`config.mk`:
```
export PLATFORM = sky130hd
export DESIGN_NAME = fcl_loader
export DESIGN_NICKNAME = d
export VERILOG_FILES = /design/src/rtl/fcl_loader.v
export VERILOG_INCLUDE_DIRS = /design/src /design/src/include
export SDC_FILE = /design/constraint.sdc
export NUM_CORES = 1
export LEC_CHECK = 0
export ABC_AREA = 0
export BUFFER_PORTS_ARGS = -buffer_cell sky130_fd_sc_hd__buf_2
export CAP_MARGIN = 20
export CORE_MARGIN = 2
export CORE_UTILIZATION = 36
export DETAILED_ROUTE_END_ITERATION = 16
export SLEW_MARGIN = 40
export SYNTH_ARGS = -nofsm -noshare
export SYNTH_HDL_FRONTEND = slang
export SYNTH_SLANG_ARGS = --single-unit
```
`constraint.sdc`:
```
create_clock -name clk_in -period 6 [get_ports clk_in]
set_input_delay 1.8 -clock clk_in [delete_from_list [all_inputs] [get_ports clk_in]]
set_output_delay 1.8 -clock clk_in [all_outputs]
set_load 0.05 [all_outputs]
```
`src/include/fcl_consts.vh`:
```
`ifndef FCL_CONSTS_VH
`define FCL_CONSTS_VH

// Register offsets, fuse bytes first
`define FCL_OFS_WDT 8'h00
`define FCL_OFS_BOD 8'h01
`define FCL_OFS_OSC 8'h02
`define FCL_OFS_SYS0 8'h05
`define FCL_OFS_SYS1 8'h06
`define FCL_OFS_APP_END 8'h07
`define FCL_OFS_BOOT_END 8'h08
`define FCL_OFS_CAL_A 8'h10
`define FCL_OFS_CAL_B 8'h11
`define FCL_OFS_STATUS 8'h12

// Shadow slot of each fuse byte, in read order
`define FCL_IX_WDT 3'h0
`define FCL_IX_BOD 3'h1
`define FCL_IX_OSC 3'h2
`define FCL_IX_SYS0 3'h3
`define FCL_IX_SYS1 3'h4
`define FCL_IX_APP_END 3'h5
`define FCL_IX_BOOT_END 3'h6
`define FCL_IX_LAST 3'h6

// Fuse field positions
`define FCL_WDT_WINDOW 7:4
`define FCL_WDT_PERIOD 3:0
`define FCL_BOD_LEVEL 7:5
`define FCL_BOD_SAMPLE 4
`define FCL_BOD_ACTIVE 3:2
`define FCL_BOD_SLEEP 1:0
`define FCL_OSC_LOCK 7
`define FCL_OSC_FREQ 1:0
`define FCL_SYS0_CRC 7:6
`define FCL_SYS0_RPIN 3:2
`define FCL_SYS0_EEKEEP 0
`define FCL_SYS1_STARTUP 2:0
`define FCL_CALB_LOCK 7
`define FCL_CALB_TEMP 3:0

// Reset values of the fuse shadows and calibration registers before the first load
`define FCL_RST_WDT 8'h00
`define FCL_RST_BOD 8'h00
`define FCL_RST_OSC 8'h02
`define FCL_RST_SYS0 8'hC4
`define FCL_RST_SYS1 8'h07
`define FCL_RST_APP_END 8'h00
`define FCL_RST_BOOT_END 8'h00
`define FCL_RST_CAL_A 8'h00
`define FCL_RST_CAL_T 4'h0

// Encodings
`define FCL_BOD_THR_LOW 3'h0
`define FCL_BOD_THR_MID 3'h2
`define FCL_BOD_THR_HIGH 3'h7
`define FCL_BOD_SAMP_1KHZ 1'b0
`define FCL_BOD_SAMP_125HZ 1'b1
`define FCL_BOD_MODE_OFF 2'h0
`define FCL_BOD_MODE_ON 2'h1
`define FCL_BOD_MODE_SAMPLED 2'h2
`define FCL_BOD_MODE_ON_WAIT 2'h3
`define FCL_FREQ_16M 2'h1
`define FCL_FREQ_20M 2'h2
`define FCL_CRC_FLASH 2'h0
`define FCL_CRC_BOOT 2'h1
`define FCL_CRC_BOOT_APP 2'h2
`define FCL_CRC_NONE 2'h3
`define FCL_RPIN_GPIO 2'h0
`define FCL_RPIN_DEBUG 2'h1
`define FCL_RPIN_RESET 2'h2

// Flash boundaries and timing
`define FCL_BLOCK_PAD 8'h00
`define FCL_FLASH_BYTES 16'h4000
`define FCL_CLK_KHZ 24'h01E848
`define FCL_STARTUP_UNIT_MS 24'h000001
`define FCL_STARTUP_BASE_MS 7'h01
`define FCL_PIN_HOLD_SLOW 10'h300

`endif

```
`src/rtl/fcl_loader.v`:
```
// Operation
// RULE1: Watchdog fuse bits 7:4 load the watchdog window time-out field at reset.
// RULE2: Watchdog fuse bits 3:0 load the watchdog normal period field at reset.
// RULE3: Brown-out settings reload only after power-on reset; other resets keep them.
// RULE4: Brown-out level bits 7:5 load control B; 0, 2, 7 low/mid/high.
// RULE5: Sample-rate bit loads control A; zero 1 kHz, one 125 Hz.
// RULE6: Active mode field: off, on, sampled, on with wake held until ready.
// RULE7: Sleep mode field from bits 1:0: off, on, sampled, code 3 reserved.
// RULE8: Oscillator lock bit loads calibration B lock; one blocks calibration writes.
// RULE9: Frequency select picks 16 or 20 MHz and matching factory calibration.
// RULE10: CRC source: whole flash, boot, boot plus app code, or no scan.
// RULE11: Reset pin function: GPIO, debug interface, reset input, code 3 reserved.
// RULE12: GPIO reset pin driver stays off 768 slow oscillator cycles after reset.
// RULE13: Software enables reset pin interrupts only after that hold interval.
// RULE14: Chip erase keeps EEPROM if keep bit set, unless device locked.
// RULE15: Start-up field gives 0,1,2,4,8,16,32,64 ms before code runs. Here the delay applies only to power-on loads; other resets start code at once.
// RULE16: Application end fuse marks app code end in 256-byte blocks.
// RULE17: Application end is programmed as boot size plus app code size.
// RULE18: Application end zero makes boot end through flash end app code.
// RULE19: Both application and boot end zero make whole flash boot section.
// RULE20: Boot end fuse marks boot section end in 256-byte blocks.
// RULE21: Fuse fields are sampled once per qualifying reset and then held.
// RULE22: Fuse bytes are read-only; software writes change nothing loaded.
//
// Added by the designer: the address-and-strobe port.
`timescale 1ns/1ps
`include "fcl_consts.vh"

module fcl_loader #(
   parameter [23:0] MS_CYCLES = `FCL_CLK_KHZ * `FCL_STARTUP_UNIT_MS,
   parameter [15:0] FLASH_BYTES = `FCL_FLASH_BYTES
) (
   input wire clk_in,
   input wire rst_b_in,
   input wire sys_rst_in,
   input wire rst_is_por_in,
   input wire slow_osc_clk_in,
   output reg fuse_rd_out,
   output reg [7:0] fuse_addr_out,
   input wire [7:0] fuse_data_in,
   input wire [7:0] fact_cal16_in,
   input wire [3:0] fact_temp16_in,
   input wire [7:0] fact_cal20_in,
   input wire [3:0] fact_temp20_in,
   input wire chip_erase_in,
   input wire device_locked_in,
   input wire [7:0] reg_addr_in,
   input wire [7:0] reg_wdata_in,
   input wire reg_wr_in,
   input wire reg_rd_in,
   output reg [7:0] reg_rdata_out,
   output reg [3:0] wdt_window_out,
   output reg [3:0] wdt_period_out,
   output reg [2:0] brownout_threshold_level_out,
   output reg brownout_sample_rate_out,
   output reg [1:0] bod_active_mode_out,
   output reg [1:0] bod_sleep_mode_out,
   output reg osc_calibration_lock_out,
   output reg [1:0] osc_frequency_select_out,
   output reg [7:0] fast_osc_calibration_value_out,
   output reg [3:0] fast_osc_temp_calibration_out,
   output reg [1:0] crc_scan_source_out,
   output reg crc_scan_enable_out,
   output reg [15:0] crc_scan_end_out,
   output reg [1:0] reset_pin_function_out,
   output reg gpio_drive_allow_out,
   output reg eeprom_erase_out,
   output reg [15:0] boot_end_addr_out,
   output reg [15:0] app_end_addr_out,
   output reg cpu_run_out
);

   localparam [2:0] ST_IDLE = 3'h0;
   localparam [2:0] ST_READ = 3'h1;
   localparam [2:0] ST_CAPT = 3'h2;
   localparam [2:0] ST_APPLY = 3'h3;
   localparam [2:0] ST_HOLD = 3'h4;
   localparam [2:0] ST_DELAY = 3'h5;
   localparam [2:0] ST_RUN = 3'h6;

   reg [2:0] state_r;
   reg [2:0] idx_r;
   reg [7:0] fuse_r [0:6];
   reg por_pending_r;
   reg por_load_r;
   reg [6:0] delay_ms_r;
   reg [6:0] ms_done_r;
   reg [23:0] ms_cnt_r;
   reg slow_s1_r;
   reg slow_s2_r;
   reg slow_s3_r;
   reg [9:0] pin_hold_cnt_r;
   reg [7:0] cal_a_r;
   reg [3:0] cal_t_r;
   reg [15:0] boot_end_nxt;
   reg [15:0] app_end_nxt;
   reg [15:0] crc_end_nxt;

   wire [7:0] wdt_f = fuse_r[`FCL_IX_WDT];
   wire [7:0] bod_f = fuse_r[`FCL_IX_BOD];
   wire [7:0] osc_f = fuse_r[`FCL_IX_OSC];
   wire [7:0] sys0_f = fuse_r[`FCL_IX_SYS0];
   wire [7:0] sys1_f = fuse_r[`FCL_IX_SYS1];
   wire [7:0] app_end_f = fuse_r[`FCL_IX_APP_END];
   wire [7:0] boot_end_f = fuse_r[`FCL_IX_BOOT_END];
   wire apply_w = (state_r == ST_APPLY);
   wire slow_rise_w = slow_s2_r & ~slow_s3_r;
   wire start_w = sys_rst_in & ((state_r == ST_IDLE) | (state_r == ST_RUN));

   // Fuse offset fetched for each shadow slot
   function [7:0] fuse_ofs;
      input [2:0] ix;
      begin
         case (ix)
            `FCL_IX_WDT: fuse_ofs = `FCL_OFS_WDT;
            `FCL_IX_BOD: fuse_ofs = `FCL_OFS_BOD;
            `FCL_IX_OSC: fuse_ofs = `FCL_OFS_OSC;
            `FCL_IX_SYS0: fuse_ofs = `FCL_OFS_SYS0;
            `FCL_IX_SYS1: fuse_ofs = `FCL_OFS_SYS1;
            `FCL_IX_APP_END: fuse_ofs = `FCL_OFS_APP_END;
            default: fuse_ofs = `FCL_OFS_BOOT_END;
         endcase
      end
   endfunction

   // Start-up delay in ms: zero, else doubling from one
   function [6:0] startup_ms;
      input [2:0] code;
      begin
         if (code == 3'h0) begin
            startup_ms = 7'h00;
         end else begin
            startup_ms = `FCL_STARTUP_BASE_MS << (code - 3'h1); // see RULE15
         end
      end
   endfunction

   // Load sequencer: fetch every fuse byte once per system reset that arrives in idle or run
   always @(posedge clk_in) begin
      if (!rst_b_in) begin
         state_r <= ST_IDLE;
         idx_r <= 3'h0;
         fuse_rd_out <= 1'b0;
         fuse_addr_out <= 8'h00;
         por_pending_r <= 1'b1;
         por_load_r <= 1'b0;
         cpu_run_out <= 1'b0;
         delay_ms_r <= 7'h00;
         ms_done_r <= 7'h00;
         ms_cnt_r <= 24'h000000;
      end else begin
         case (state_r)
            ST_IDLE, ST_RUN: begin
               if (start_w) begin
                  state_r <= ST_READ;
                  idx_r <= 3'h0;
                  cpu_run_out <= 1'b0;
                  por_load_r <= rst_is_por_in | por_pending_r; // see RULE3
               end
            end
            ST_READ: begin
               fuse_rd_out <= 1'b1;
               fuse_addr_out <= fuse_ofs(idx_r);
               state_r <= ST_CAPT;
            end
            ST_CAPT: begin
               fuse_rd_out <= 1'b0;
               if (idx_r == `FCL_IX_LAST) begin
                  state_r <= ST_APPLY;
               end else begin
                  idx_r <= idx_r + 3'h1;
                  state_r <= ST_READ;
               end
            end
            ST_APPLY: begin
               por_pending_r <= 1'b0;
               delay_ms_r <= startup_ms(sys1_f[`FCL_SYS1_STARTUP]); // see RULE15
               state_r <= ST_HOLD;
            end
            ST_HOLD: begin
               ms_cnt_r <= 24'h000000;
               ms_done_r <= 7'h00;
               if (!sys_rst_in) begin
                  if (por_load_r && (delay_ms_r != 7'h00)) begin
                     state_r <= ST_DELAY;
                  end else begin
                     state_r <= ST_RUN;
                     cpu_run_out <= 1'b1;
                  end
               end
            end
            ST_DELAY: begin
               // Power-on start-up time counted in whole milliseconds
               if (sys_rst_in) begin
                  state_r <= ST_HOLD;
               end else if (ms_cnt_r == MS_CYCLES - 24'h000001) begin
                  ms_cnt_r <= 24'h000000;
                  if (ms_done_r + 7'h01 == delay_ms_r) begin
                     state_r <= ST_RUN;
                     cpu_run_out <= 1'b1; // see RULE15
                  end else begin
                     ms_done_r <= ms_done_r + 7'h01;
                  end
               end else begin
                  ms_cnt_r <= ms_cnt_r + 24'h000001;
               end
            end
            default: begin
               state_r <= ST_IDLE;
            end
         endcase
      end
   end

   // Fuse shadows: written only by the loader, never by the bus
   always @(posedge clk_in) begin
      if (!rst_b_in) begin
         fuse_r[`FCL_IX_WDT] <= `FCL_RST_WDT;
         fuse_r[`FCL_IX_BOD] <= `FCL_RST_BOD;
         fuse_r[`FCL_IX_OSC] <= `FCL_RST_OSC;
         fuse_r[`FCL_IX_SYS0] <= `FCL_RST_SYS0;
         fuse_r[`FCL_IX_SYS1] <= `FCL_RST_SYS1;
         fuse_r[`FCL_IX_APP_END] <= `FCL_RST_APP_END;
         fuse_r[`FCL_IX_BOOT_END] <= `FCL_RST_BOOT_END;
      end else if (state_r == ST_CAPT) begin
         fuse_r[idx_r] <= fuse_data_in; // see RULE21
      end
   end

   // Watchdog, oscillator and system fields follow every load
   always @(posedge clk_in) begin
      if (!rst_b_in) begin
         wdt_window_out <= 4'h0;
         wdt_period_out <= 4'h0;
         osc_calibration_lock_out <= 1'b0;
         osc_frequency_select_out <= `FCL_FREQ_20M;
         crc_scan_source_out <= `FCL_CRC_NONE;
         reset_pin_function_out <= `FCL_RPIN_RESET;
         boot_end_addr_out <= FLASH_BYTES;
         app_end_addr_out <= FLASH_BYTES;
         crc_scan_end_out <= 16'h0000;
         crc_scan_enable_out <= 1'b0;
      end else if (apply_w) begin
         wdt_window_out <= wdt_f[`FCL_WDT_WINDOW]; // see RULE1
         wdt_period_out <= wdt_f[`FCL_WDT_PERIOD]; // see RULE2
         osc_calibration_lock_out <= osc_f[`FCL_OSC_LOCK]; // see RULE8
         osc_frequency_select_out <= osc_f[`FCL_OSC_FREQ]; // see RULE9
         crc_scan_source_out <= sys0_f[`FCL_SYS0_CRC]; // see RULE10
         reset_pin_function_out <= sys0_f[`FCL_SYS0_RPIN]; // see RULE11
         boot_end_addr_out <= boot_end_nxt;
         app_end_addr_out <= app_end_nxt;
         crc_scan_end_out <= crc_end_nxt;
         crc_scan_enable_out <= (sys0_f[`FCL_SYS0_CRC] != `FCL_CRC_NONE); // see RULE10
      end
   end

   // Section boundaries in bytes from 256-byte block counts
   always @* begin
      boot_end_nxt = {boot_end_f, `FCL_BLOCK_PAD}; // see RULE20
      app_end_nxt = {app_end_f, `FCL_BLOCK_PAD}; // see RULE16
      if (boot_end_f == 8'h00) begin
         boot_end_nxt = FLASH_BYTES; // see RULE19
      end
      if (app_end_f == 8'h00) begin
         app_end_nxt = FLASH_BYTES; // see RULE18
      end
      case (sys0_f[`FCL_SYS0_CRC])
         `FCL_CRC_FLASH: crc_end_nxt = FLASH_BYTES;
         `FCL_CRC_BOOT: crc_end_nxt = boot_end_nxt;
         `FCL_CRC_BOOT_APP: crc_end_nxt = app_end_nxt;
         default: crc_end_nxt = 16'h0000;
      endcase
   end

   // Brown-out fields only move on a power-on load
   always @(posedge clk_in) begin
      if (!rst_b_in) begin
         brownout_threshold_level_out <= `FCL_BOD_THR_LOW;
         brownout_sample_rate_out <= `FCL_BOD_SAMP_1KHZ;
         bod_active_mode_out <= `FCL_BOD_MODE_OFF;
         bod_sleep_mode_out <= `FCL_BOD_MODE_OFF;
      end else if (apply_w && por_load_r) begin // see RULE3
         brownout_threshold_level_out <= bod_f[`FCL_BOD_LEVEL]; // see RULE4
         brownout_sample_rate_out <= bod_f[`FCL_BOD_SAMPLE]; // see RULE5
         bod_active_mode_out <= bod_f[`FCL_BOD_ACTIVE]; // see RULE6
         bod_sleep_mode_out <= bod_f[`FCL_BOD_SLEEP]; // see RULE7
      end
   end

   // Calibration: factory values on load, software writes unless locked
   always @(posedge clk_in) begin
      if (!rst_b_in) begin
         cal_a_r <= `FCL_RST_CAL_A;
         cal_t_r <= `FCL_RST_CAL_T;
      end else if (apply_w) begin
         if (osc_f[`FCL_OSC_FREQ] == `FCL_FREQ_16M) begin
            cal_a_r <= fact_cal16_in; // see RULE9
            cal_t_r <= fact_temp16_in;
         end else begin
            cal_a_r <= fact_cal20_in; // see RULE9
            cal_t_r <= fact_temp20_in;
         end
      end else if (reg_wr_in && !osc_calibration_lock_out) begin // see RULE8
         if (reg_addr_in == `FCL_OFS_CAL_A) begin
            cal_a_r <= reg_wdata_in;
         end else if (reg_addr_in == `FCL_OFS_CAL_B) begin
            cal_t_r <= reg_wdata_in[`FCL_CALB_TEMP];
         end
      end
   end

   // Calibration outputs mirror the working registers
   always @(posedge clk_in) begin
      if (!rst_b_in) begin
         fast_osc_calibration_value_out <= `FCL_RST_CAL_A;
         fast_osc_temp_calibration_out <= `FCL_RST_CAL_T;
      end else begin
         fast_osc_calibration_value_out <= cal_a_r;
         fast_osc_temp_calibration_out <= cal_t_r;
      end
   end

   // Slow oscillator brought in by two flops, third for edge detect
   always @(posedge clk_in) begin
      if (!rst_b_in) begin
         slow_s1_r <= 1'b0;
         slow_s2_r <= 1'b0;
         slow_s3_r <= 1'b0;
      end else begin
         slow_s1_r <= slow_osc_clk_in;
         slow_s2_r <= slow_s1_r;
         slow_s3_r <= slow_s2_r;
      end
   end

   // Reset pin driver hold: restarts with each system reset
   always @(posedge clk_in) begin
      if (!rst_b_in) begin
         pin_hold_cnt_r <= 10'h000;
         gpio_drive_allow_out <= 1'b0;
      end else if (sys_rst_in || (state_r != ST_DELAY && state_r != ST_RUN)) begin
         pin_hold_cnt_r <= 10'h000;
         gpio_drive_allow_out <= 1'b0; // see RULE12
      end else begin
         if (slow_rise_w && pin_hold_cnt_r != `FCL_PIN_HOLD_SLOW) begin
            pin_hold_cnt_r <= pin_hold_cnt_r + 10'h001;
         end
         gpio_drive_allow_out <= (reset_pin_function_out == `FCL_RPIN_GPIO) &&
            (pin_hold_cnt_r == `FCL_PIN_HOLD_SLOW); // see RULE12
      end
   end

   // Chip erase decides EEPROM fate from keep bit and lock state
   always @(posedge clk_in) begin
      if (!rst_b_in) begin
         eeprom_erase_out <= 1'b0;
      end else begin
         eeprom_erase_out <= chip_erase_in &
            (device_locked_in | ~sys0_f[`FCL_SYS0_EEKEEP]); // see RULE14
      end
   end

   // Register read port; fuse bytes ignore writes
   always @(posedge clk_in) begin
      if (!rst_b_in) begin
         reg_rdata_out <= 8'h00;
      end else if (reg_rd_in) begin
         if (reg_addr_in == `FCL_OFS_WDT) begin
            reg_rdata_out <= wdt_f; // see RULE22
         end else if (reg_addr_in == `FCL_OFS_BOD) begin
            reg_rdata_out <= bod_f;
         end else if (reg_addr_in == `FCL_OFS_OSC) begin
            reg_rdata_out <= osc_f;
         end else if (reg_addr_in == `FCL_OFS_SYS0) begin
            reg_rdata_out <= sys0_f;
         end else if (reg_addr_in == `FCL_OFS_SYS1) begin
            reg_rdata_out <= sys1_f;
         end else if (reg_addr_in == `FCL_OFS_APP_END) begin
            reg_rdata_out <= app_end_f;
         end else if (reg_addr_in == `FCL_OFS_BOOT_END) begin
            reg_rdata_out <= boot_end_f;
         end else if (reg_addr_in == `FCL_OFS_CAL_A) begin
            reg_rdata_out <= cal_a_r;
         end else if (reg_addr_in == `FCL_OFS_CAL_B) begin
            reg_rdata_out <= {osc_calibration_lock_out, 3'h0, cal_t_r};
         end else if (reg_addr_in == `FCL_OFS_STATUS) begin
            reg_rdata_out <= {4'h0, gpio_drive_allow_out, por_pending_r,
               cpu_run_out, (state_r != ST_IDLE && state_r != ST_RUN)};
         end else begin
            reg_rdata_out <= 8'h00;
         end
      end else begin
         reg_rdata_out <= 8'h00;
      end
   end

endmodule

```
# After elaboration in Yosys (flattened, before gate mapping)
# Memory sizes are Yosys's and may differ from the RTL's.
# Cells that the tools add are included.
# word_totals
ff_bits	175
ram_bits	56
in_bits	57
out_inout_bits	104
mem_count	1
# classes
addsub	5
n_eq_ne	42
shift	1
n_mux	57
bitwise	9
n_reduce_logical	38
# memory_table
memory	words	width	read_ports	rd_clocked_by_memory_dff	wr	line_no	rtl
fuse_r	7	8	7	0	7	fcl_loader.v:83	reg [7:0] fuse_r [0:6];
# ops
cell	count
2-to-1 mux 8 bit	14
2-to-1 mux 24 bit	2
case mux 16 bit (3 select lines)	1
case mux 24 bit (2 select lines)	1
2-to-1 mux 16 bit	2
2-to-1 mux 7 bit	4
adder 24 x 1 -> 24 bit (second input constant)	1
equality test 24 x 17 -> 1 bit (second input constant)	1
equality test 8 x 3 -> 1 bit (second input constant)	3
equality test 8 x 5 -> 1 bit (second input constant)	3
logical NOT 8 bit	3
2-to-1 mux 3 bit	8
2-to-1 mux 4 bit	6
case mux 4 bit (6 select lines)	1
!= test 2 bit (second input constant)	10
equality test 3 bit (second input constant)	6
case mux 3 bit (6 select lines)	1
case mux 7 bit (2 select lines)	1
equality test 3 x 2 -> 1 bit (second input constant)	4
!= test 3 bit (second input constant)	4
nonzero test 2 bit	6
2-to-1 mux 1 bit	11
adder 10 x 1 -> 10 bit (second input constant)	1
equality test 10 bit (second input constant)	1
32 further kinds	57

# Logic depth before layout (Yosys ltp)
# Gate-level depths: netlist of the first run.
# depth
ltp_word	12
depth_mapped	9
mapped_depth_nobuf	8

# Worst setup path before layout of the first run
# OpenSTA, ideal clock, no wires.
# synth_path
path_kind	input to register
from	input port sys_rst_in
to	register ms_cnt_r[18]
setup_time_ps	115
arrival_ps	3476
required_ps	5885
slack_ps	2410
path_stages	8
cell_sequence	and2_1 or4_1 clkbuf_1 or4_1 clkbuf_1 nor3_1 xnor2_1 nor2_1
# synth_via
elab_chain_cells	2
# synth_rtl
element	line_no	rtl
from (decl)	fcl_loader.v:35	input wire sys_rst_in,
!= test 2 bit (no line)	n/a	
AND reduction 2 bit (no line)	n/a	
to (signal assigned)	fcl_loader.v:205	ms_cnt_r <= ms_cnt_r + 24'h000001;
to (decl)	fcl_loader.v:88	reg [23:0] ms_cnt_r;
# Every way passes these cells.
# A chain may end at the register's enable or synchronous reset.

# Worst setup path after layout of the first run
# layout_path
from	input port reg_addr_in[7]
to	register cal_a_r[0]
# layout_via
elab_chain_cells	3
# layout_rtl
element	line_no	rtl
from (decl)	fcl_loader.v:47	input wire [7:0] reg_addr_in,
equality test 8 x 5 -> 1 bit (no line)	n/a	
nonzero test 2 bit (no line)	n/a	
AND reduction 2 bit (no line)	n/a	
to (signal assigned)	fcl_loader.v:293	cal_a_r <= `FCL_RST_CAL_A;
to (signal assigned)	fcl_loader.v:297	cal_a_r <= fact_cal16_in;
to (signal assigned)	fcl_loader.v:300	cal_a_r <= fact_cal20_in;
to (decl)	fcl_loader.v:93	reg [7:0] cal_a_r;
# Every way passes these cells.

==> results of run 1 <==
layer usage:
metal | part of all wire | global-route usage | vias up
li1 | - | - | 3930
met2 | 0.47 | 0.316 | 288
met4 | 0.016 | 0.0419 | 0
met3 | 0.070 | 0.0322 | 40
met1 | 0.45 | 0.262 | 3841
met5 | 0 | 0 | -
per-stage QoR:
stage               setup WS, ns  total power, W  hold slack [ns]  utilization  area [um^2]
floorplan                   2.41         0.00201            0.412            -         9440
global placement            2.09         0.00216            0.416        0.400        10100
detailed placement          2.08         0.00217            0.424        0.400        10100
CTS                         2.61         0.00356            0.439        0.429        10900
global route                2.41         0.00367            0.444        0.430        10900
finish                      2.59         0.00354            0.434        0.430        10900
worst max-delay path: cells and delay by family:
family | cells | cell delay (ns)
compound gates | 3 | 0.60
buf+inv | 2 | 0.33
simple gates | 3 | 1.11
placed cells by master, fill, tap and decap left out, types with 27 or more instances in the layout:
cell type | netlist | layout
a21oi_1 | 88 | 88
buf_2 | 1 | 132
edfxtp_1 | 48 | 48
xnor2_1 | 27 | 27
nor3_1 | 30 | 29
nand2_1 | 181 | 180
nor2_1 | 151 | 151
conb_1 | 1 | 28
dfxtp_1 | 155 | 155
nand3_1 | 28 | 28
inv_1 | 31 | 30
synth_stat cells, types with 3 or more instances:
library cell / number / area [um^2]
o21ai_0: 27 / 135
a311o_1: 8 / 80.1
nor3_1: 30 / 150
xnor2_1: 27 / 236
buf_4: 30 / 225
ha_1: 11 / 138
nand3_1: 28 / 140
or4_1: 6 / 45.0
nor2_1: 151 / 567
xor2_1: 14 / 123
nand2b_1: 7 / 43.8
a21oi_1: 88 / 440
a311oi_1: 7 / 61.3
nand4b_1: 4 / 35.0
inv_1: 31 / 116
o22ai_1: 8 / 50.1
o211ai_1: 4 / 30.0
clkbuf_1: 45 / 169
mux2i_1: 16 / 160
or3_1: 10 / 62.6
nor4bb_1: 3 / 30.0
dfxtp_1: 155 / 3100
nand4_1: 14 / 87.6
a221oi_1: 10 / 87.6
a22oi_1: 9 / 67.6
nand2_1: 181 / 679
buf_1: 9 / 33.8
a222oi_1: 3 / 30.0
edfxtp_1: 48 / 1440
and3_1: 7 / 43.8
nor4_1: 10 / 62.6
and2_1: 20 / 125
o311a_1: 3 / 30.0
a31oi_1: 5 / 31.3
nor2b_1: 11 / 68.8
nor4b_1: 5 / 43.8
mux2_2: 3 / 33.8
layout make-up:
cell class | instances | area, um^2 | area share
Clock buffer | 31 | 629 | 0.0578
Multi-Input combinational cell | 794 | 4370 | 0.402
Inverter | 31 | 116 | 0.0107
Antenna cell | 1 | 2.50 | 0.000230
Timing Repair Buffer | 137 | 698 | 0.0641
Clock inverter | 11 | 116 | 0.0107
Tap cell | 330 | 413 | 0.0379
Sequential cell | 203 | 4540 | 0.417
registers in the layout, indices dropped and copies added (netlist names), 3 cells and up:
signal                          cells
fuse_r                             56
ms_cnt_r                           24
pin_hold_cnt_r                     10
app_end_addr_out                    8
boot_end_addr_out                   8
cal_a_r                             8
crc_scan_end_out                    8
fast_osc_calibration_value_out      8
reg_rdata_out                       8
delay_ms_r                          7
ms_done_r                           7
cal_t_r                             4
fast_osc_temp_calibration_out       4
fuse_addr_out                       4
wdt_period_out                      4
wdt_window_out                      4
brownout_threshold_level_out        3
idx_r                               3
state_r                             3
power groups by stage:
stage	Combinational (W)	Sequential, W	Clock (W)
after detailed placement	0.000580	0.00159	0
final	0.000580	0.00156	0.00140
after global routing	0.000631	0.00157	0.00147
after floorplan	0.000352	0.00166	0
after CTS	0.000581	0.00156	0.00142
after global placement	0.000574	0.00158	0
worst min path at each step:
stage	startpoint	cells past startpoint	slack [ns]	endpoint
after floorplan	slow_s1_r$_SDFF_PN0_	1	0.41	slow_s2_r$_SDFF_PN0_
after global routing	slow_s1_r$_SDFF_PN0_	1	0.44	slow_s2_r$_SDFF_PN0_
after detailed placement	slow_s1_r$_SDFF_PN0_	1	0.42	slow_s2_r$_SDFF_PN0_
final	slow_s1_r$_SDFF_PN0_	1	0.43	slow_s2_r$_SDFF_PN0_
after global placement	slow_s1_r$_SDFF_PN0_	1	0.42	slow_s2_r$_SDFF_PN0_
after CTS	slow_s1_r$_SDFF_PN0_	1	0.44	slow_s2_r$_SDFF_PN0_
cells by family (layout without fill, tap and decap cells):
kind of cell | count (synthesis) | count (layout)
and+or+nand+nor | 498 | 498
adders and majority gates | 11 | 11
buffers and inverters | 116 | 210
AOI/OAI and AO/OA | 197 | 197
other | 1 | 29
muxes | 19 | 19
xor gates and xnor gates | 41 | 41
DFF | 203 | 203
==> metrics, run 1 <==
status=completed; # setup viols final=0; Final Max Slew Viols=0; sequential area share after synthesis=0.487; CP endpoint=cal_a_r[0]$_SDFFE_PN0P_; Switching Share=0.306; PwrDens=approximately 320 nW/um^2; adder-cell share of the synthesized area=0.0147; hold_buf cts=0; DP HPWL=~19,000 um; syn avg cell area=about 8.6 um^2; Reg clk slew, reported paths=approximately 0.06 ns; Setup Fix Bufs, Post-CTS=0; Critical Path RT=6.45 ns; simple logic cell fraction of the synthesized area=0.244; RSZ-0062 raised after global routing=no; CTS Buf Count=23; first-pass GRT wire length=between 40,000 and 50,000 um; Worst VDD drop=0.000189 V; First DRT Iteration DRCs=approximately 670; Worst R2R Setup Slack=2.90 ns; post_cts resized=0; crit path time final=between 3 and 4 ns; Net Sw Power=between 0.001 and 0.0015 W; die outline height=165 um; global route total overflow=0; Crit Path Category=input port to flip-flop; sequential power share=0.441; pin count of the biggest net entering global routing=between 50 and 60; Final Non-Filler Cells=about 1,500; CP max FO=16; Critical-path top delay cell=nor3_1; TritonRoute pass-1 iters=6; cells after synthesis=roughly 1,100; Max Root-Sink Buffers=3; FILL cells=about 2,500; Fin. Hold Viols=0; top-level port count=around 160; worst path cell trace=buf_2, nor3_1, nand3_1, nor3_1, a21oi_1, buf_4, a311o_1, a21oi_1; DR vias=8,099; final antenna-violating net count=0; num rows=58; clock skew=0.0289 ns; Post-synth top flop=dfxtp_1; max cap viols=0; placed instance count=between 1,000 and 1,500; Post-Synth XOR/XNOR Area=0.0385; crit path launch=reg_addr_in[7]; vias in the first global route=7,473; Cell Area, Synth=slightly above 9000 um^2; layout net count=1,258; CTS H-tree lvls=1; PortBufs=~130; # DRC=0; Setup crit start kind=input port; Seq cells post-synth=a little over 200; clk sinks=slightly above 200; leak pwr=roughly 4 nW; Post-Route Setup TNS=0 ns; core area=25,300 um^2; reg2reg start=state_r[0]$_SDFFE_PN0P_; Final period util=0.569; CTS root buf=clkbuf_16; per-cell routed wire length=roughly 17 um; WP data arrival=approximately 3.9 ns; main combinational cell family by area after synthesis=simple AND/OR/NAND/NOR gates; RR Endpoint=cal_t_r[1]$_SDFFE_PN0P_; Post-synth ARST share=0; Die W=between 150 and 200 um; clock network power share=0.395; die area=27,200 um^2; Final GP Congestion=roughly 0.9; Logic pwr share=0.164; wire length after detailed routing=approximately 27,000 um; Post-synth EDFFs=between 40 and 50; Max Fclk=between 0.2 and 0.3 GHz; Unique masters post-synth=65; Total GRT Usage=0.191; Ys Warns=0; Syn-to-layout area delta=16.7%; R2R depth=7; Least-Margin Pin Slew=slightly below 0.8 ns; via/cell ratio=around 5.3; Max stage delay on crit path=between 0.4 and 0.5 ns; initial antenna violation count=1; Hold Crit Class=flip-flop to flip-flop; Slew headroom=0.469; multiplexer share of the synthesized area=0.0208; Initial Util=0.369; Compound-Gate Fraction of Synth Area=0.136; internal power=0.00245 W; Setup crit end kind=flip-flop; layout cell share with drive strength beyond 1=0.158; CTS tree=yes; clock latency on the worst-skew pair=0.53 ns
No activity file was read; power rests on OpenSTA's default activity.
==> inputs of run 2 (changes only) <==
- clock period: 6 -> 3.07 ns (I/O delays scaled with it)
==> run 2 against run 1 <==
Clock skew fell by 0.020 ns. Critical path depth decreased by 1. Via count shrank 0.16%. Critical path type is now flip-flop to flip-flop. Die area unchanged. Setup slack got worse by 2.1 ns. Design area increased by 1.0%. Combinational power increased by 110%. Clock-buffer cell count increased by 4. Final cell count is 1.7% higher. Flip-flop and latch count did not move. Sequential share of layout area down 0.41 points.
==> metrics, run 2 (synthesis gave the netlist of run 1 again) <==
status=completed; largest registers=fuse_r x56, ms_cnt_r x24, pin_hold_cnt_r x10; final antenna-violating net count=0; post_cts resized=0; top-level port count=161; DP HPWL=between 15,000 and 20,000 um; Setup crit end kind=flip-flop; max reg flops=56; RSZ-0062 raised after global routing=no; PortBufs=132; Final period util=0.850; vias in the first global route=~7,400; Total GRT Usage=0.189; crit path time final=2.61 ns; clock latency on the worst-skew pair=between 0.5 and 0.6 ns; design area=between 10,000 and 15,000 um^2; clock network power share=0.373; clock skew=~0.0093 ns; Net Sw Power=around 0.002 W; hold_buf cts=0; WP data arrival=around 3 ns; clk sinks=between 200 and 250; Final Max Slew Viols=0; most common cell after layout, fill and taps aside=nand2_1; Setup Fix Bufs, Post-CTS=0; # DRC=0; sequential power share=0.450; worst path cell trace=ha_1, and3_1, xnor2_1, or4b_2, o2111ai_1, a21oi_1, a31o_2; Setup crit start kind=flip-flop; DR vias=roughly 8,100; placed cell area=around 10,000 um^2; Post-Route Setup TNS=0 ns; layout cell share with drive strength beyond 1=0.170; PwrDens=slightly above 600 nW/um^2; Max Root-Sink Buffers=3; CP max FO=5; core area=25,300 um^2; Crit Path Category=flip-flop to flip-flop; Hold Crit Class=flip-flop to flip-flop; layout net count=about 1,300; leak pwr=roughly 4.2 nW; FILL cells=around 2,500; CTS Buf Count=23; global route total overflow=0; First DRT Iteration DRCs=600; # setup viols final=0; CTS H-tree lvls=1; num rows=58; Least-Margin Pin Slew=just under 0.8 ns; Worst VDD drop=around 0.00038 V; die area=27,200 um^2; Initial Util=0.369; family with the most delay on the worst path=simple AND/OR/NAND/NOR gates; Max stage delay on crit path=0.66 ns; internal power=around 0.0047 W; WP buf/inv=0; Reg clk slew, reported paths=0.06 ns; CTS tree=yes; CTS root buf=clkbuf_16; Switching Share=0.306; Slew headroom=0.477; Syn-to-layout area delta=17.8%; Biggest register=fuse_r; Critical-path top delay cell=or4b_2; die outline height=~170 um; wire length after detailed routing=about 26,000 um; Die W=between 150 and 200 um; pin count of the biggest net entering global routing=39; most frequent cells in the layout=nand2_1, dfxtp_1, nor2_1, buf_2, a21oi_1; Final GP Congestion=~0.88; Critical Path RT=between 3 and 4 ns; max cap viols=0; via/cell ratio=slightly above 5; Fin. Hold Viols=0; first-pass GRT wire length=a little over 40,000 um; per-cell routed wire length=roughly 17 um; TritonRoute pass-1 iters=5; initial antenna violation count=1; Logic pwr share=0.177; Max Fclk=roughly 0.38 GHz; Worst R2R Setup Slack=0.46 ns
run 2: cell type report:
type                       count  area, um^2  share of cell area
clock buffer                  35         644              0.0586
sequential                   203        4540               0.413
antenna                        2        5.00            0.000455
timing repair buffer         164         901              0.0819
tap                          330         413              0.0375
clock inverter                 5        27.5             0.00250
inverter                      31         116              0.0106
multi-input combinational    794        4350               0.395
run 2: power by group through the flow:
stage | clock [W] | combinational (W) | sequential, W
final | 0.00250 | 0.00119 | 0.00302
after detailed placement | 0 | 0.00119 | 0.00308
after floorplan | 0 | 0.000688 | 0.00324
after global placement | 0 | 0.00118 | 0.00308
after CTS | 0.00257 | 0.00119 | 0.00302
after global routing | 0.00267 | 0.00130 | 0.00304
run 2: per-stage QoR:
step / utilization / total power (W) / setup slack, ns / cells / hold WS [ns]
3_5_place_dp: 0.408 / 0.00427 / 0.296 / 1522 / 0.431
4_1_cts: 0.434 / 0.00678 / 0.477 / 1562 / 0.441
5_1_grt: 0.434 / 0.00702 / 0.322 / 1562 / 0.469
2_1_floorplan: - / 0.00393 / 0.359 / 1113 / 0.412
3_3_place_gp: 0.408 / 0.00426 / 0.290 / 1522 / 0.417
6_report: 0.434 / 0.00672 / 0.459 / 1564 / 0.430
run 2: per-layer routing:
| metal | GRT usage | routed length, um |
|---|---|---|
| met1 | 0.259 | 11800 |
| met2 | 0.304 | 11900 |
| met3 | 0.0345 | 2040 |
| met4 | 0.0530 | 490 |
| met5 | 0 | 0 |
run 2: path summary, 6_finish.rpt:
kind,start,end,cells past startpoint
worst min-delay path,slow_s1_r$_SDFF_PN0_,slow_s2_r$_SDFF_PN0_,1
worst max register to register,ms_done_r[0]$_SDFFE_PN0P_,ms_done_r[6]$_SDFFE_PN0P_,7
worst max-delay path,ms_done_r[0]$_SDFFE_PN0P_,ms_done_r[6]$_SDFFE_PN0P_,7
worst min register to register,slow_s1_r$_SDFF_PN0_,slow_s2_r$_SDFF_PN0_,1
run 2: worst register-to-register path: cells and delay by family (launching register included):
kind / cells / cell delay (ns)
compound gates: 3 / 0.77
fa+ha+maj: 1 / 0.28
xor+xnor: 1 / 0.13
simple gates: 2 / 0.90
flops: 1 / 0.42
==> inputs of run 3 (changes only) <==
- CORE_ASPECT_RATIO: not set -> 0.8
- REMOVE_ABC_BUFFERS: not set -> 1
==> run 3 against run 2 <==
Power increased by 4.2%. Largest cell class unchanged. Non-clock buffer count grew 1. Critical path type unchanged. Flip-flop and latch count is the same. Global-route usage down 0.70 points. Setup slack lost 0.066 ns. Clock skew rose by 0.0039 ns. Design area increased by 0.98%. Sequential share of layout area decreased by 0.40 points. Combinational power rose by 3%. Final cell count shrank 0.45%. First-iteration DRC count up 22%. Hold slack improved by 0.0076 ns.
==> metrics, run 3 (synthesis gave the netlist of run 1 again) <==
# setup viols final=0; Worst R2R Setup Slack=0.39 ns; per-cell routed wire length=between 15 and 20 um; Ant. Diodes=0; layout cell share with drive strength beyond 1=0.177; clock skew=0.0132 ns; Register Area=about 4500 um^2; Reg clk slew, reported paths=~0.060 ns; hold_buf cts=0; status=completed; post_cts resized=0; via/cell ratio=just over 5; final antenna-violating net count=0; Hold Crit Class=flip-flop to flip-flop; First DRT Iteration DRCs=between 700 and 800; die outline height=between 100 and 150 um; crit path time final=around 2.7 ns; Slew headroom=0.497; Die W=around 180 um; largest registers=fuse_r x56, ms_cnt_r x24, pin_hold_cnt_r x10; Setup Fix Bufs, Post-CTS=0; clock latency on the worst-skew pair=0.51 ns; clk sinks=around 200; PortBufs=~130; CTS root buf=clkbuf_16; Final Power=roughly 0.007 W; leak pwr=4.26 nW; DR vias=around 8,000; Critical Path RT=~3.5 ns; PwrDens=about 630 nW/um^2; initial antenna violation count=0; DP HPWL=between 15,000 and 20,000 um; FILL cells=around 2,500; most frequent cells in the layout=nand2_1, dfxtp_1, nor2_1, buf_2, a21oi_1; multi-input logic area=between 4000 and 5000 um^2; TritonRoute pass-1 iters=7; Crit Path Category=flip-flop to flip-flop; Least-Margin Pin Slew=roughly 0.75 ns; Final Max Slew Viols=0; wire length after detailed routing=~26,000 um; layout net count=1,285; die area=between 20,000 and 30,000 um^2; Post-Route Setup TNS=0 ns; Setup crit end kind=flip-flop; # DRC=0; Max Fclk=between 0.3 and 0.4 GHz; CTS H-tree lvls=1; pin count of the biggest net entering global routing=54; core area=25,400 um^2; CP max FO=5; first-pass GRT wire length=~39,000 um; max reg flops=56; Initial Util=0.368; CTS Buf Count=22; max cap viols=0; Worst VDD drop=around 0.00035 V; Final GP Congestion=about 0.91; most common cell after layout, fill and taps aside=nand2_1; Fin. Hold Viols=0; Syn-to-layout area delta=19.0%; Total GRT Usage=0.182; Final period util=0.872; RSZ-0062 raised after global routing=no; WP data arrival=~3 ns; global route total overflow=0; top-level port count=roughly 160; Max Root-Sink Buffers=3; num rows=52; vias in the first global route=7,238; CTS tree=yes; Setup crit start kind=flip-flop; Biggest register=fuse_r
==> run 3: stage by stage <==
| step | std cells | hold slack, ns | cell area, um^2 | util | worst slack, ns |
|---|---|---|---|---|---|
| after global placement | 1517 | 0.428 | 10300 | 0.407 | 0.275 |
| after CTS | 1557 | 0.443 | 11100 | 0.438 | 0.441 |
| after floorplan | 1028 | 0.412 | 9010 | - | -0.0786 |
| after detailed placement | 1517 | 0.427 | 10300 | 0.407 | 0.240 |
| after global routing | 1557 | 0.452 | 11100 | 0.438 | 0.128 |
| final | 1557 | 0.438 | 11100 | 0.438 | 0.393 |
==> run 3: final timing paths <==
| path | depth (start not counted) | end | startpoint |
|---|---|---|---|
| setup reg to reg | 7 | ms_done_r[6]$_SDFFE_PN0P_ | ms_done_r[0]$_SDFFE_PN0P_ |
| hold / removal | 1 | slow_s2_r$_SDFF_PN0_ | slow_s1_r$_SDFF_PN0_ |
| hold reg to reg | 1 | slow_s2_r$_SDFF_PN0_ | slow_s1_r$_SDFF_PN0_ |
| setup / recovery | 7 | ms_done_r[6]$_SDFFE_PN0P_ | ms_done_r[0]$_SDFFE_PN0P_ |
==> run 3: critical path, stage by stage (launching register included) <==
cell,delay (ns)
dfxtp_1,0.42
ha_1,0.29
and3_1,0.25
xnor2_1,0.13
or4b_2,0.67
o2111ai_1,0.50
a21oi_1,0.08
a31o_2,0.23
==> run 3: area by class of cell <==
cell class	count	area share
clock inverters	6	0.00552
well taps	324	0.0365
repair buffers	165	0.0829
flip-flops and latches	203	0.409
clock buffers	34	0.0631
inverters	31	0.0105
multi-input cells	794	0.393
==> run 3: metal layers <==
metal,track usage,wire [um],share of wire
met5,0,0,0
met4,0.0380,512,0.020
met3,0.0326,1930,0.075
met2,0.262,10300,0.40
met1,0.281,13000,0.50
==> run 3: report_power, final <==
group / total (W) / internal, W / switching, W
clock: 0.00276 / 0.00166 / 0.00110
sequential: 0.00301 / 0.00288 / 0.000127
combinational: 0.00123 / 0.000354 / 0.000878
total: 0.00700 / 0.00489 / 0.00210
